==> config.mk <==
export PLATFORM = sky130hd
export DESIGN_NAME = wol_detector
export DESIGN_NICKNAME = d
export VERILOG_FILES = /design/src/wol_pkg.sv /design/src/wol_detector.sv
export SDC_FILE = /design/constraint.sdc
export NUM_CORES = 2
export LEC_CHECK = 0
export BUFFER_PORTS_ARGS = -buffer_cell sky130_fd_sc_hd__buf_4
export CAP_MARGIN = 25
export CORE_ASPECT_RATIO = 0.9
export CORE_MARGIN = 1.5
export CORE_UTILIZATION = 50
export CTS_BUF_LIST = sky130_fd_sc_hd__clkbuf_4
export CTS_CLUSTER_DIAMETER = 200
export DETAILED_ROUTE_END_ITERATION = 10
export PLACE_DENSITY = 0.66
export SLEW_MARGIN = 20
export SYNTH_ARGS = -nofsm -noshare
export SYNTH_HDL_FRONTEND = slang
export SYNTH_SLANG_ARGS = --single-unit
==> constraint.sdc <==
create_clock -name clk_i -period 12.6 [get_ports clk_i]
set_input_delay 1.26 -clock clk_i [delete_from_list [all_inputs] [get_ports clk_i]]
set_output_delay 1.26 -clock clk_i [all_outputs]
set_load 0.01 [all_outputs]
==> src/wol_pkg.sv <==
// wake-up detector register map, field layout, constants, carriers and helpers
package wol_pkg;

	// register byte offsets
	localparam logic [11:0] WOL_CFG_OFS     = 12'h100;
	localparam logic [11:0] WOL_OFFS_OFS    = 12'h104;
	localparam logic [11:0] WOL_STAT_OFS    = 12'h128;
	localparam logic [11:0] WOL_EXIT_OFS    = 12'h1f4;
	localparam logic [1:0][11:0] WOL_CRC_OFS   = {12'h110, 12'h108};
	localparam logic [1:0][11:0] WOL_MASK_OFS  = {12'h114, 12'h10c};
	localparam logic [1:0][11:0] WOL_ALO_OFS   = {12'h120, 12'h118};
	localparam logic [1:0][11:0] WOL_AHI_OFS   = {12'h124, 12'h11c};

	// wake_config_register fields, per-port group repeats every stride bits
	localparam int WOL_CFG_STRIDE   = 5;
	localparam int WOL_CFG_LINK_BIT = 0;
	localparam int WOL_CFG_SEQ_BIT  = 1;
	localparam int WOL_CFG_PAT_BIT  = 2;
	localparam int WOL_CFG_CHAIN_LO = 3;
	localparam int WOL_CFG_SLEEP_BIT = 17;
	localparam int WOL_CFG_D1_BIT   = 18;
	localparam int WOL_CFG_WCLR_BIT = 19;
	localparam int WOL_CFG_STYLE_LO = 20;
	localparam logic [31:0] WOL_CFG_ACT_MASK = 32'h000e0000;
	localparam logic [31:0] WOL_CFG_RST      = 32'h00000000;

	// wake_filter_offset_register fields
	localparam int WOL_OFFS_STRIDE  = 16;
	localparam int WOL_OFFS_FIELD   = 4;
	localparam int WOL_OFFS_DACMP   = 15;

	localparam logic [1:0] WOL_CHAIN_ALL = 2'h3;

	// wake_event_out signalling styles
	localparam logic [2:0] WOL_PME_ACT_LOW  = 3'h0;
	localparam logic [2:0] WOL_PME_LVL_HIGH = 3'h1;
	localparam logic [2:0] WOL_PME_LVL_LOW  = 3'h2;
	localparam logic [2:0] WOL_PME_PLS_HIGH = 3'h3;
	localparam logic [2:0] WOL_PME_PLS_LOW  = 3'h4;
	localparam logic [7:0] WOL_PULSE_CYC    = 8'h10;

	// frame scanning constants
	localparam logic [7:0]  WOL_SYNC_BYTE = 8'hff;
	localparam int          WOL_SYNC_LEN  = 6;
	localparam int          WOL_REPEATS   = 16;
	localparam int          WOL_ADDR_LEN  = 6;
	localparam int          WOL_WIN_LEN   = 32;
	localparam logic [31:0] WOL_CRC_INIT  = 32'hffffffff;
	localparam logic [31:0] WOL_CRC_POLY  = 32'hedb88320;

	typedef enum logic [1:0] {WOL_NORMAL, WOL_WAKEUP, WOL_SLEEP} wol_pwr_t;

	typedef struct packed {
		logic       valid;
		logic       sof;
		logic       eof;
		logic       crc_ok;
		logic [7:0] data;
	} wol_rx_t;

	typedef struct packed {
		logic [10:0]      pos;
		logic [47:0]      da;
		logic [2:0]       ff_cnt;
		logic             hunt;
		logic [2:0]       idx;
		logic [4:0]       reps;
		logic             found;
		logic [2:0][31:0] crc;
		logic             primed;
		logic             link_s1;
		logic             link_s2;
		logic             link_prev;
	} wol_port_t;

	typedef struct packed {
		wol_pwr_t         pwr;
		logic [31:0]      cfg;
		logic [31:0]      offs;
		logic [1:0][31:0] crc_exp;
		logic [1:0][31:0] mask;
		logic [1:0][31:0] addr_lo;
		logic [1:0][15:0] addr_hi;
		logic             wake;
		logic [5:0]       cause;
		logic [7:0]       pulse;
		logic             wake_event_out;
		logic             pme_oe;
		logic             ack;
		logic [31:0]      rdat;
		logic             clk_en;
		logic             host_en;
		logic [1:0]       phy_pd;
		wol_port_t [1:0]  port;
	} wol_state_t;

	function automatic logic wol_hit(input logic [11:0] adr, input logic [11:0] ofs);
		return adr[11:2] == ofs[11:2];
	endfunction: wol_hit

	function automatic logic [31:0] wol_wmerge(input logic [31:0] old_v,
		input logic [31:0] wr_v, input logic [3:0] sel);
		logic [31:0] r;
		r = old_v;
		for (int k = 0; k < 4; k++) begin
			if (sel[k]) begin
				r[k*8 +: 8] = wr_v[k*8 +: 8];
			end
		end
		return r;
	endfunction: wol_wmerge

	function automatic logic [31:0] wol_crc_byte(input logic [31:0] c, input logic [7:0] d);
		logic [31:0] r;
		r = c;
		for (int k = 0; k < 8; k++) begin
			r = (r[0] ^ d[k]) ? ((r >> 1) ^ WOL_CRC_POLY) : (r >> 1);
		end
		return r;
	endfunction: wol_crc_byte

	// first transmitted address byte is bits 47:40
	function automatic logic [7:0] wol_addr_byte(input logic [47:0] a, input logic [2:0] i);
		return a[8*(WOL_ADDR_LEN-1-int'(i)) +: 8];
	endfunction: wol_addr_byte

endpackage: wol_pkg

==> src/wol_detector.sv <==
// wake-on-lan detector and sleep control for a two-port switch
// Contract
// - link, sequence and pattern wake each enabled per port in config; gpio wake has no enable
// - config bits 22:20 choose wake output style among five kinds
// - sleep stops internal clock, powers down both phys, holds until exit or a d1 command
// - any write to 0x1f4 leaves sleep or wake-up state to normal
// - link-up change on enabled port (bit 0 or 5) raises a wake event, except in sleep
// - sequence detection enabled by bit 1 for port 0, bit 6 port 1
// - find six 0xff bytes then sixteen unbroken copies of port address
// - sequence frame needs good crc and own or multicast destination
// - frame without the sequence is dropped with no further action
// - mask bit j includes byte start plus j into pattern crc
// - three 4-bit offsets per port, each unit four bytes
// - computed crc compared with port expected crc after masked bytes
// - chain 00: filters independent, any one matching wakes
// - chain 11: starts chained by 32 plus offset, one combined crc
// - bad frame crc never qualifies as wake-up frame
// - destination compare enable bit 15 (port 0) or bit 31 (port 1) also demands address equality
// - per-port 2-bit chain field selects simultaneous or sequential filters
// - in wake-up power state every frame checked against enabled filters
// - wake-up frame signals the output; host later clears and re-arms
// - wake-up state keeps clock and phys, host interface off
//
// Register access over Wishbone is this design's own decision.
`timescale 1ns/1ps

module wol_detector
	import wol_pkg::*;
#(
	parameter logic [7:0] PULSE_CYCLES = WOL_PULSE_CYC
) (
	input  wire logic              clk_i,
	input  wire logic              rst_i,
	input  wire logic              wb_cyc_i,
	input  wire logic              wb_stb_i,
	input  wire logic              wb_we_i,
	input  wire logic [11:0]       wb_adr_i,
	input  wire logic [3:0]        wb_sel_i,
	input  wire logic [31:0]       wb_dat_i,
	output logic      [31:0]       wb_dat_o,
	output logic                   wb_ack_o,
	input  wire wol_rx_t [1:0]     rx_i,
	input  wire logic    [1:0]     link_up_i,
	input  wire logic              gpio_wake_i,
	output logic                   pme_o,
	output logic                   pme_oe_o,
	output logic                   core_clk_en_o,
	output logic                   host_if_en_o,
	output logic      [1:0]        phy_pwr_down_o
);

	wol_state_t s_r;
	wol_state_t s_nxt;

	// per-port bit of the wake configuration
	function automatic logic port_en(input logic [31:0] cfg, input int p, input int ofs);
		return cfg[p*WOL_CFG_STRIDE+ofs];
	endfunction: port_en

	always_comb begin
		wol_port_t        pn;
		logic [7:0]       b;
		logic [47:0]      ea;
		logic [10:0]      cur;
		logic [2:0][10:0] st;
		logic [2:0][3:0]  o;
		logic [4:0]       j;
		logic [1:0]       tgt;
		logic             chain;
		logic             da_eq;
		logic             match;
		logic [5:0]       hits;
		logic             evt;
		logic             go_sleep;
		logic             go_d1;
		logic             go_exit;
		logic             clr_wake;
		logic             active;
		logic             armed;
		logic             gpio_prev;
		pn        = '0;
		b         = '0;
		ea        = '0;
		cur       = '0;
		st        = '0;
		o         = '0;
		j         = '0;
		tgt       = '0;
		chain     = 1'b0;
		da_eq     = 1'b0;
		match     = 1'b0;
		hits      = '0;
		evt       = 1'b0;
		go_sleep  = 1'b0;
		go_d1     = 1'b0;
		go_exit   = 1'b0;
		clr_wake  = 1'b0;
		active    = 1'b0;
		gpio_prev = 1'b0;
		s_nxt     = s_r;
		armed     = s_r.pwr != WOL_SLEEP;

		// bus slave, one wait state per access
		s_nxt.ack = 1'b0;
		if (wb_cyc_i && wb_stb_i && !s_r.ack) begin
			s_nxt.ack  = 1'b1;
			s_nxt.rdat = '0;
			if (wol_hit(wb_adr_i, WOL_CFG_OFS)) begin
				s_nxt.rdat = s_r.cfg;
				s_nxt.rdat[WOL_CFG_WCLR_BIT] = s_r.wake;
				s_nxt.rdat[WOL_CFG_SLEEP_BIT] = s_r.pwr == WOL_SLEEP;
				s_nxt.rdat[WOL_CFG_D1_BIT] = s_r.pwr == WOL_WAKEUP;
				if (wb_we_i) begin
					// command bits 17..19 act as strobes and are never stored
					s_nxt.cfg = wol_wmerge(s_r.cfg, wb_dat_i, wb_sel_i) & ~WOL_CFG_ACT_MASK;
					clr_wake = wb_sel_i[2] && wb_dat_i[WOL_CFG_WCLR_BIT];
					go_sleep = wb_sel_i[2] && wb_dat_i[WOL_CFG_SLEEP_BIT];
					go_d1    = wb_sel_i[2] && wb_dat_i[WOL_CFG_D1_BIT];
				end
			end else if (wol_hit(wb_adr_i, WOL_OFFS_OFS)) begin
				s_nxt.rdat = s_r.offs;
				if (wb_we_i) begin
					s_nxt.offs = wol_wmerge(s_r.offs, wb_dat_i, wb_sel_i);
				end
			end else if (wol_hit(wb_adr_i, WOL_STAT_OFS)) begin
				s_nxt.rdat = {22'h0, s_r.cause, s_r.wake, 1'b0, s_r.pwr};
			end else if (wol_hit(wb_adr_i, WOL_EXIT_OFS)) begin
				// write-only, data value is ignored
				go_exit = wb_we_i;
			end else if (wol_hit(wb_adr_i, WOL_CRC_OFS[0])) begin
				s_nxt.rdat = s_r.crc_exp[0];
				if (wb_we_i) begin
					s_nxt.crc_exp[0] = wol_wmerge(s_r.crc_exp[0], wb_dat_i, wb_sel_i);
				end
			end else if (wol_hit(wb_adr_i, WOL_CRC_OFS[1])) begin
				s_nxt.rdat = s_r.crc_exp[1];
				if (wb_we_i) begin
					s_nxt.crc_exp[1] = wol_wmerge(s_r.crc_exp[1], wb_dat_i, wb_sel_i);
				end
			end else if (wol_hit(wb_adr_i, WOL_MASK_OFS[0])) begin
				s_nxt.rdat = s_r.mask[0];
				if (wb_we_i) begin
					s_nxt.mask[0] = wol_wmerge(s_r.mask[0], wb_dat_i, wb_sel_i);
				end
			end else if (wol_hit(wb_adr_i, WOL_MASK_OFS[1])) begin
				s_nxt.rdat = s_r.mask[1];
				if (wb_we_i) begin
					s_nxt.mask[1] = wol_wmerge(s_r.mask[1], wb_dat_i, wb_sel_i);
				end
			end else if (wol_hit(wb_adr_i, WOL_ALO_OFS[0])) begin
				s_nxt.rdat = s_r.addr_lo[0];
				if (wb_we_i) begin
					s_nxt.addr_lo[0] = wol_wmerge(s_r.addr_lo[0], wb_dat_i, wb_sel_i);
				end
			end else if (wol_hit(wb_adr_i, WOL_ALO_OFS[1])) begin
				s_nxt.rdat = s_r.addr_lo[1];
				if (wb_we_i) begin
					s_nxt.addr_lo[1] = wol_wmerge(s_r.addr_lo[1], wb_dat_i, wb_sel_i);
				end
			end else if (wol_hit(wb_adr_i, WOL_AHI_OFS[0])) begin
				s_nxt.rdat = {16'h0, s_r.addr_hi[0]};
				if (wb_we_i) begin
					s_nxt.addr_hi[0] = 16'(wol_wmerge({16'h0, s_r.addr_hi[0]}, wb_dat_i,
						wb_sel_i));
				end
			end else if (wol_hit(wb_adr_i, WOL_AHI_OFS[1])) begin
				s_nxt.rdat = {16'h0, s_r.addr_hi[1]};
				if (wb_we_i) begin
					s_nxt.addr_hi[1] = 16'(wol_wmerge({16'h0, s_r.addr_hi[1]}, wb_dat_i,
						wb_sel_i));
				end
			end else begin
				// unmapped: acked, reads zero, writes dropped
				s_nxt.rdat = '0;
			end
		end

		// per-port link and frame scanning
		for (int p = 0; p < 2; p++) begin
			pn = s_r.port[p];
			ea = {s_r.addr_hi[p], s_r.addr_lo[p]};
			chain = s_r.cfg[p*WOL_CFG_STRIDE+WOL_CFG_CHAIN_LO +: 2] == WOL_CHAIN_ALL;

			// link change detection after a two-stage synchroniser
			pn.link_s1   = link_up_i[p];
			pn.link_s2   = s_r.port[p].link_s1;
			pn.link_prev = s_r.port[p].link_s2;
			pn.primed    = 1'b1;
			// primed masks the first cycle out of reset
			if (s_r.port[p].primed && s_r.port[p].link_s2 != s_r.port[p].link_prev &&
				port_en(s_r.cfg, p, WOL_CFG_LINK_BIT) && armed) begin
				hits[p*3] = 1'b1;
			end

			for (int f = 0; f < 3; f++) begin
				o[f] = s_r.offs[p*WOL_OFFS_STRIDE+f*WOL_OFFS_FIELD +: WOL_OFFS_FIELD];
			end
			st[0] = {5'h0, o[0], 2'b00};
			for (int f = 1; f < 3; f++) begin
				if (chain) begin
					st[f] = st[f-1] + 11'(WOL_WIN_LEN) + {5'h0, o[f], 2'b00};
				end else begin
					st[f] = {5'h0, o[f], 2'b00};
				end
			end

			if (rx_i[p].valid) begin
				b = rx_i[p].data;
				if (rx_i[p].sof) begin
					pn.pos    = '0;
					pn.ff_cnt = '0;
					pn.hunt   = 1'b0;
					pn.idx    = '0;
					pn.reps   = '0;
					pn.found  = 1'b0;
					pn.crc    = {3{WOL_CRC_INIT}};
				end
				cur = pn.pos;
				if (cur < 11'(WOL_ADDR_LEN)) begin
					pn.da = {pn.da[39:0], b};
				end

				// sync stream then sixteen address copies, anywhere in the frame
				if (!pn.found) begin
					if (pn.hunt) begin
						if (b == wol_addr_byte(ea, pn.idx)) begin
							if (pn.idx == 3'(WOL_ADDR_LEN-1)) begin
								pn.idx = '0;
								if (pn.reps == 5'(WOL_REPEATS-1)) begin
									pn.found = 1'b1;
								end
								pn.reps = pn.reps + 5'h1;
							end else begin
								pn.idx = pn.idx + 3'h1;
							end
						end else if (b == WOL_SYNC_BYTE && pn.idx == '0 && pn.reps == '0) begin
							pn.hunt = 1'b1;
						end else begin
							// a break restarts the search; the byte may open a new sync run
							pn.hunt   = 1'b0;
							pn.idx    = '0;
							pn.reps   = '0;
							pn.ff_cnt = (b == WOL_SYNC_BYTE) ? 3'h1 : 3'h0;
						end
					end else if (b == WOL_SYNC_BYTE) begin
						if (pn.ff_cnt == 3'(WOL_SYNC_LEN-1)) begin
							pn.hunt = 1'b1;
						end else begin
							pn.ff_cnt = pn.ff_cnt + 3'h1;
						end
					end else begin
						pn.ff_cnt = '0;
					end
				end

				// masked crc windows
				// unchained windows may overlap; each filter keeps its own crc
				for (int f = 0; f < 3; f++) begin
					if (cur >= st[f] && cur < st[f] + 11'(WOL_WIN_LEN)) begin
						j = 5'(cur - st[f]);
						tgt = chain ? 2'h0 : 2'(f);
						if (s_r.mask[p][j]) begin
							pn.crc[tgt] = wol_crc_byte(pn.crc[tgt], b);
						end
					end
				end
				if (pn.pos != '1) begin
					pn.pos = pn.pos + 11'h1;
				end

				if (rx_i[p].eof) begin
					// runt frames shorter than an address never count as own address
					da_eq = pn.da == ea && pn.pos >= 11'(WOL_ADDR_LEN);
					// bit 40 is the group bit of the first destination byte
					if (port_en(s_r.cfg, p, WOL_CFG_SEQ_BIT) && armed &&
						rx_i[p].crc_ok && (da_eq || pn.da[40]) && pn.found) begin
						hits[p*3+1] = 1'b1;
					end
					match = 1'b0;
					if (chain) begin
						match = ~pn.crc[0] == s_r.crc_exp[p];
					end else begin
						for (int f = 0; f < 3; f++) begin
							match = match | (~pn.crc[f] == s_r.crc_exp[p]);
						end
					end
					if (port_en(s_r.cfg, p, WOL_CFG_PAT_BIT) && s_r.pwr == WOL_WAKEUP &&
						rx_i[p].crc_ok &&
						(!s_r.offs[p*WOL_OFFS_STRIDE+WOL_OFFS_DACMP] || da_eq) && match) begin
						hits[p*3+2] = 1'b1;
					end
					// frames that miss leave no trace beyond the per-frame scan state
				end
			end
			s_nxt.port[p] = pn;
		end

		// gpio wake arrives already qualified by the gpio block
		gpio_prev = gpio_wake_i && armed;
		evt = (|hits) || gpio_prev;

		// set wins over a simultaneous clear
		s_nxt.wake  = (s_r.wake && !clr_wake) || evt;
		s_nxt.cause = clr_wake ? hits : (s_r.cause | hits);

		// power state
		if (evt || go_exit) begin
			s_nxt.pwr = WOL_NORMAL;
		end else if (go_sleep) begin
			s_nxt.pwr = WOL_SLEEP;
		end else if (go_d1) begin
			s_nxt.pwr = WOL_WAKEUP;
		end
		s_nxt.clk_en  = s_nxt.pwr != WOL_SLEEP;
		s_nxt.host_en = s_nxt.pwr == WOL_NORMAL;
		s_nxt.phy_pd  = {2{s_nxt.pwr == WOL_SLEEP}};

		// wake output styles
		// a new event restarts the pulse, so close events merge into one
		if (evt) begin
			s_nxt.pulse = PULSE_CYCLES;
		end else if (s_r.pulse != '0) begin
			s_nxt.pulse = s_r.pulse - 8'h1;
		end
		case (s_r.cfg[WOL_CFG_STYLE_LO +: 3])
			WOL_PME_PLS_HIGH, WOL_PME_PLS_LOW: active = s_nxt.pulse != '0;
			default:                           active = s_nxt.wake;
		endcase
		case (s_r.cfg[WOL_CFG_STYLE_LO +: 3])
			WOL_PME_ACT_LOW: begin
				// open drain: pulls low only while active
				s_nxt.wake_event_out    = 1'b0;
				s_nxt.pme_oe = active;
			end
			WOL_PME_LVL_LOW, WOL_PME_PLS_LOW: begin
				s_nxt.wake_event_out    = !active;
				s_nxt.pme_oe = 1'b1;
			end
			default: begin
				s_nxt.wake_event_out    = active;
				s_nxt.pme_oe = 1'b1;
			end
		endcase
	end

	always_ff @(posedge clk_i) begin
		if (rst_i) begin
			s_r         <= '0;
			s_r.cfg     <= WOL_CFG_RST;
			s_r.pwr     <= WOL_NORMAL;
			s_r.clk_en  <= 1'b1;
			s_r.host_en <= 1'b1;
			// link synchronisers keep sampling, so no false change follows reset;
			// reset must stand two cycles for them to settle, as primed masks the first cycle after it
			for (int p = 0; p < 2; p++) begin
				s_r.port[p].link_s1   <= s_nxt.port[p].link_s1;
				s_r.port[p].link_s2   <= s_nxt.port[p].link_s2;
				s_r.port[p].link_prev <= s_nxt.port[p].link_prev;
			end
		end else begin
			s_r <= s_nxt;
		end
	end

	assign wb_dat_o       = s_r.rdat;
	assign wb_ack_o       = s_r.ack;
	assign pme_o          = s_r.wake_event_out;
	assign pme_oe_o       = s_r.pme_oe;
	assign core_clk_en_o  = s_r.clk_en;
	assign host_if_en_o   = s_r.host_en;
	assign phy_pwr_down_o = s_r.phy_pd;

endmodule: wol_detector

== After elaboration in Yosys (flattened, before gate mapping) ==
Index checks and enable logic that the tools add are counted.
W data, S select, Z words.

* Multiplexer cells: 211
* Shifts and indexed selects: 2
* Multipliers: 0
* Div/mod/pow operators: 0
* Magnitude comparators: 30
* Equality and inequality tests: 44
* Bitwise gates (word level): 118
* Reductions and logical operators: 104
* $add $sub $neg: 27

{| class="wikitable"
|+ Operator list
! operator !! number
|-
| $mux W32 || 70
|-
| $mux W96 || 14
|-
| $not A13 Y14 || 48
|-
| $mux W109 || 4
|-
| $bwmux W96 || 4
|-
| $bmux W32 S2 || 4
|-
| $demux W32 S2 || 4
|-
| $eq A32 B32 Y1 || 6
|-
| $mux W48 || 4
|-
| $not A32 Y32 || 6
|-
| $mux W176 || 1
|-
| $mux W168 || 1
|-
| $mux W11 || 12
|-
| $eq A10 B7 Y1 const B || 12
|-
| $eq A48 B48 Y1 || 2
|-
| $shiftx A48 B7 Y8 || 2
|-
| $mux W13 || 4
|-
| $reduce_and A13 Y1 || 4
|-
| $mux W8 || 6
|-
| $reduce_and A12 Y1 || 4
|-
| $xor A1 B1 Y1 || 48
|-
| $mux W1 || 47
|-
| $logic_and A1 B1 Y1 || 45
|-
| $add A11 B6 Y11 || 4
|-
| other kinds (57) || 180
|}

* RAM bits: 0
* Latch bits: 0
* ROM bits: 0
* Bits in registers: 684
* Memories: 0

== Longest topological paths before layout ==
* Word-level depth: 83
* Mapped depth: 42

== Worst setup path after synthesis ==
OpenSTA, ideal clock, no wires.

* Kind: in2reg
* Start point: in rx_i[10] in the netlist's numbering
* End point: reg s_r[385] in the netlist's numbering
* Arrival time: 9667 ps
* Setup slack: 2859 ps
* Path buffers: 21
* Stages: 40
* Required time: 12526 ps
* Path through: buf_2 > buf_4 > buf_4 > clkbuf_1 > clkbuf_1 > buf_2 > buf_1 > clkbuf_1 > clkbuf_1 > buf_2 > buf_2 > clkbuf_1 > buf_1 > clkbuf_1 > clkbuf_1 > buf_1 > clkbuf_1 > nor2b_1 > [... 4 more ...] > xor2_1 > nand2_1 > nor2_1 > a21oi_1 > o32ai_1 > and4_1 > clkbuf_1 > and3_1 > clkbuf_1 > a31oi_1 > nor2_1 > inv_1 > a2111oi_0 > or3_1 > or4_1 > or4_1 > buf_6 > nor3_2

* Longest elaborated chain between the ends: 68

{| class="wikitable"
|+ RTL lines
! element !! line !! source
|-
| from (decl) || wol_detector.sv:42 || <nowiki>input wire wol_rx_t [1:0] rx_i,</nowiki>
|-
| branches (longest 63 deep; another with $sub A5 B5 Y5) || -- ||
|-
| $mux W2 * || wol_detector.sv:271 || <nowiki>if (rx_i[p].eof) begin</nowiki>
|-
| $mux W2 * || wol_detector.sv:207 || <nowiki>if (rx_i[p].valid) begin</nowiki>
|-
| $reduce_or A6 Y1 * || wol_detector.sv:300 || <nowiki>evt = (|hits) || gpio_prev;</nowiki>
|-
| $logic_or A1 B1 Y1 * || wol_detector.sv:300 ||
|-
| $mux W8 * || wol_detector.sv:320 || <nowiki>if (evt) begin</nowiki>
|-
| to (signal assigned) || wol_detector.sv:361 || <nowiki>s_r <= s_nxt;</nowiki>
|-
| to (decl) || wol_detector.sv:52 || <nowiki>wol_state_t s_r;</nowiki>
|}

Mark *: on every way between the ends. The select of a mux whose other input is x is not followed.
A chain may end at the register's enable or synchronous reset.

== Worst setup path after layout ==
* Start point: reg s_r[336] in the netlist's numbering
* End point: reg s_r[386] in the netlist's numbering

* Longest elaborated chain between the ends: 60

{| class="wikitable"
|+ RTL lines
! element !! line !! source
|-
| $mux W11 * || wol_detector.sv:209 || <nowiki>if (rx_i[p].sof) begin</nowiki>
|-
| $mux W11 * || wol_detector.sv:207 ||
|-
| $sub A5 B5 Y5 || wol_detector.sv:260 || <nowiki>j = 5'(cur - st[f]);</nowiki>
|-
| $bmux W1 S5 || wol_detector.sv:262 || <nowiki>if (s_r.mask[p][j]) begin</nowiki>
|-
| $mux W1 (not written as such) || wol_detector.sv:262 ||
|-
| $mux W32 || wol_detector.sv:262 ||
|-
| $mux W32 || wol_detector.sv:259 || <nowiki>if (cur >= st[f] && cur < st[f] + 11'(WOL_WIN_LEN)) begin</nowiki>
|-
| $mux W96 || wol_detector.sv:207 ||
|-
| [... 44 more ...] || -- ||
|-
| $mux W1 || wol_detector.sv:207 ||
|-
| $logic_and A1 B1 Y1 || wol_detector.sv:289 || <nowiki>(!s_r.offs[p*WOL_OFFS_STRIDE+WOL_OFFS_DACMP] || da_eq) && match) begin</nowiki>
|-
| $mux W1 || wol_detector.sv:287 || <nowiki>if (port_en(s_r.cfg, p, WOL_CFG_PAT_BIT) && s_r.pwr == WOL_WAKEUP &&</nowiki>
|-
| $mux W2 * || wol_detector.sv:271 ||
|-
| $mux W2 * || wol_detector.sv:207 ||
|-
| $reduce_or A6 Y1 * || wol_detector.sv:300 ||
|-
| $logic_or A1 B1 Y1 * || wol_detector.sv:300 ||
|-
| $mux W8 * || wol_detector.sv:320 ||
|}

Every way passes the cells marked *; elsewhere a longest branch is shown, timed or not. The select of a mux whose other input is x is not followed.

==> flow_summary.yaml <==
route:
  dr.first_iter.drc_count: 9768
  totalWireLength_mm: 269.7
  drc: 0
  firstDrtPassIters: 9
  wl_per_cell_um: 30.48
  vias: 59960
  antenna_left: 0
  vias_per_cell: 6.776
logic_synthesis:
  synth_top_area_share: 0.2471
  ys.warnings.count: 0
  muxShareOfSynthArea: 0.04477
  synth_compound_area_frac: 0.2497
  synthCells: 7387
  netlist_area_um2: 55340
  synth-edff-count: 0
  synth_top_family_by_area: "compound AO/OA/AOI/OAI gates"
  synth.largest_area_cell: "dfxtp_1"
  postSynthAreaPerCell_um2: 7.491
  synthSimpleGateAreaFrac: 0.2138
  synth.distinct_cells: 139
  synthAdderAreaFrac: 0.02709
  netlist_top_cells_count: "nand2_1, a21oi_1, dfxtp_1"
  dominantRegCellSynth: "dfxtp_1"
  synthArstFlopShare: 0
  synth-seq-area-share: 0.2471
  ys_ff_latch: 683
  synthTopCellsByArea: "dfxtp_1, xnor2_1, a21oi_1"
  yosysMostFrequentCell: "nand2_1"
  synthXorXnorAreaFrac: 0.1592
setup_path:
  crit_arrival_ns: 10.97
  startpoint_type: "register"
  required_ns: 13.70
  worst_setup_path_end_kind: "register"
  cp_max_fo: 16
  path_class: "reg2reg"
grt:
  grt_max_degree: 141
  grt_antenna_before_repair: 12
  overflow: 0
  first_global_vias: 53730
  grt_use_total: 0.4594
  grt_pass1_wl_mm: 381.9
sta:
  tightestPinTransition_ns: 1.196
  min_period_over_period: 0.7834
  fin_skew_ns: 0.1051
  final.setup.tns_ns: 0
  period_needed_ns: 9.871
  max_slew_margin: 0.1972
  rsz0062_at_grt: "no"
  clock.fmax_ghz: 0.1013
  drv_slew: 0
  setup_ws_ns: 2.729
  setup_viol: 0
  hold_viol: 0
placement:
  io_buffers: 116
  gp_congestion: 1.081
  pre_cts_slack_ns: 2.119
  post-dp-hpwl_mm: 198.9
layout:
  fin_util: 0.5405
  nFillCells: 10910
  fin_nets: 7424
  seqCellArea_um2: 13670
  drive_above_1_share: 0.1098
  multi_input_area_um2: 38640
  area_delta_synth_final_pct: 6.962
cts:
  path_clk_slew_ns: 0.07
  worstSkewPairLatency_ns: 1.28
  cts-root-buf: "clkbuf_4"
  postCtsResizedCells: 0
  cts_buffers: 193
  cts_tree: "done"
  cts_buffer_depth: 3
  cts.sinks: 683
  post_cts_buffers: 0
  cts_hold_buf: 0
  htreeDepth: 4
run:
  maxCapViolCount: 0
power:
  cellPowerDensity_nw_per_um2: 123.0
  ir_worst_vdd_v: 0.0001455
  p_total_w: 0.007283
  p_leak_nw: 21.32
outcome:
  outcome: "completed"
die:
  die_w_um: 353.7
  dieArea_um2: 112700
  rows: 115
  fp.dieH_um: 318.6
  pin_count: 119
  core_region_area_um2: 109500
  initial_core_util: 0.5054
worst_hold_path:
  hold_class: "in2reg"
-- critical path: stages, from the launching register on --
cell and delay [ns]:
dfxtp_1 0.41, nor2b_1 0.61, inv_1 0.17, fa_1 0.45, xnor2_1 0.37, nor2_1 0.13, a22oi_2 0.38, and3_1 0.79
a22oi_1 0.23, nor3_2 0.56, xnor3_2 0.57, xnor2_2 0.78, a21oi_2 0.21, xnor2_4 0.54, xor2_1 0.69, o21ai_0 0.34
a311oi_1 0.62, nor4_1 0.14, o211ai_2 0.14, a2111oi_4 0.08, or4_1 0.60, or4_1 0.64, a211oi_2 0.21
-- final timing paths --
kind	slack (ns)	depth (start not counted)	endpoint	startpoint
setup reg to reg	2.73	22	s_r[386]	s_r[336]
setup / recovery	2.73	22	s_r[386]	s_r[336]
hold reg to reg	0.33	0	s_nxt[172]	s_nxt[173]
hold / removal	0.11	1	s_nxt[1]	link_up_i[0]
-- routing by layer --
metal | vias up | routed length [µm] | part of all wire | track usage
met1 | 28510 | 106500 | 0.39 | 0.6169
li1 | 26120 | - | - | -
met5 | - | 51 | 0.00019 | 0
met4 | 8 | 15040 | 0.056 | 0.2238
met2 | 4452 | 106400 | 0.39 | 0.6345
met3 | 874 | 41640 | 0.15 | 0.1801
-- registers in the layout (all words and copies together), names as in the netlist --
register        count
core_clk_en_o       1
host_if_en_o        1
phy_pwr_down_o      1
pme_o               1
pme_oe_o            1
s_nxt               4
s_r               641
wb_ack_o            1
wb_dat_o           32
-- power by group --
part	leakage (nW)	total, W	switching [W]	internal, W
Combinational	14.3	0.00278	0.00179	0.000991
Sequential	5.56	0.00235	0.000117	0.00223
Clock	1.41	0.00215	0.00113	0.00102
Total	21.3	0.00728	0.00304	0.00425
-- cells in the final DEF, fill, tap and decap left out, types with 96 or more instances in the layout --
cell type	Yosys	final
nand2_1	1099	1095
a21oi_1	847	845
dfxtp_1	683	683
nor2_1	673	662
xnor2_1	534	532
o21ai_0	413	413
clkbuf_4	0	264
buf_4	52	241
xor2_1	192	192
nor3_1	182	178
nand3_1	172	171
inv_1	151	150
mux2i_1	139	139
ha_1	103	103
a211oi_1	96	96
-- per-stage QoR --
stage	hold slack (ns)	instances	area, µm²
floorplan	0.3096	7388	55340
global placement	0.3129	8484	56550
detailed placement	0.3153	8489	56620
CTS	0.02927	8828	59040
global route	0.08583	8844	59180
finish	0.1063	8849	59190
-- final cells by class --
type / count / share of cell area
well taps: 1462 / 0.03091
flip-flops and latches: 683 / 0.2310
inverters: 157 / 0.009978
repair buffers: 257 / 0.03397
diodes: 12 / 0.0005073
multi-input cells: 5939 / 0.6528
clock buffers: 264 / 0.03348
clock inverters: 75 / 0.007314
-- kinds of logic (layout without fill, tap and decap cells) --
logic type               count (synthesis)  count (layout)
multiplexers                           214             214
XOR/XNOR                               836             836
adder cells (fa/ha/maj)                114             114
other                                    1              14
buffers and inverters                  766             753
flip-flops                             683             683
AND/OR/NAND/NOR                       2615            2615
AO/OA/AOI/OAI                         2158            2158
Note: power is estimated with default switching activity, not from simulation.
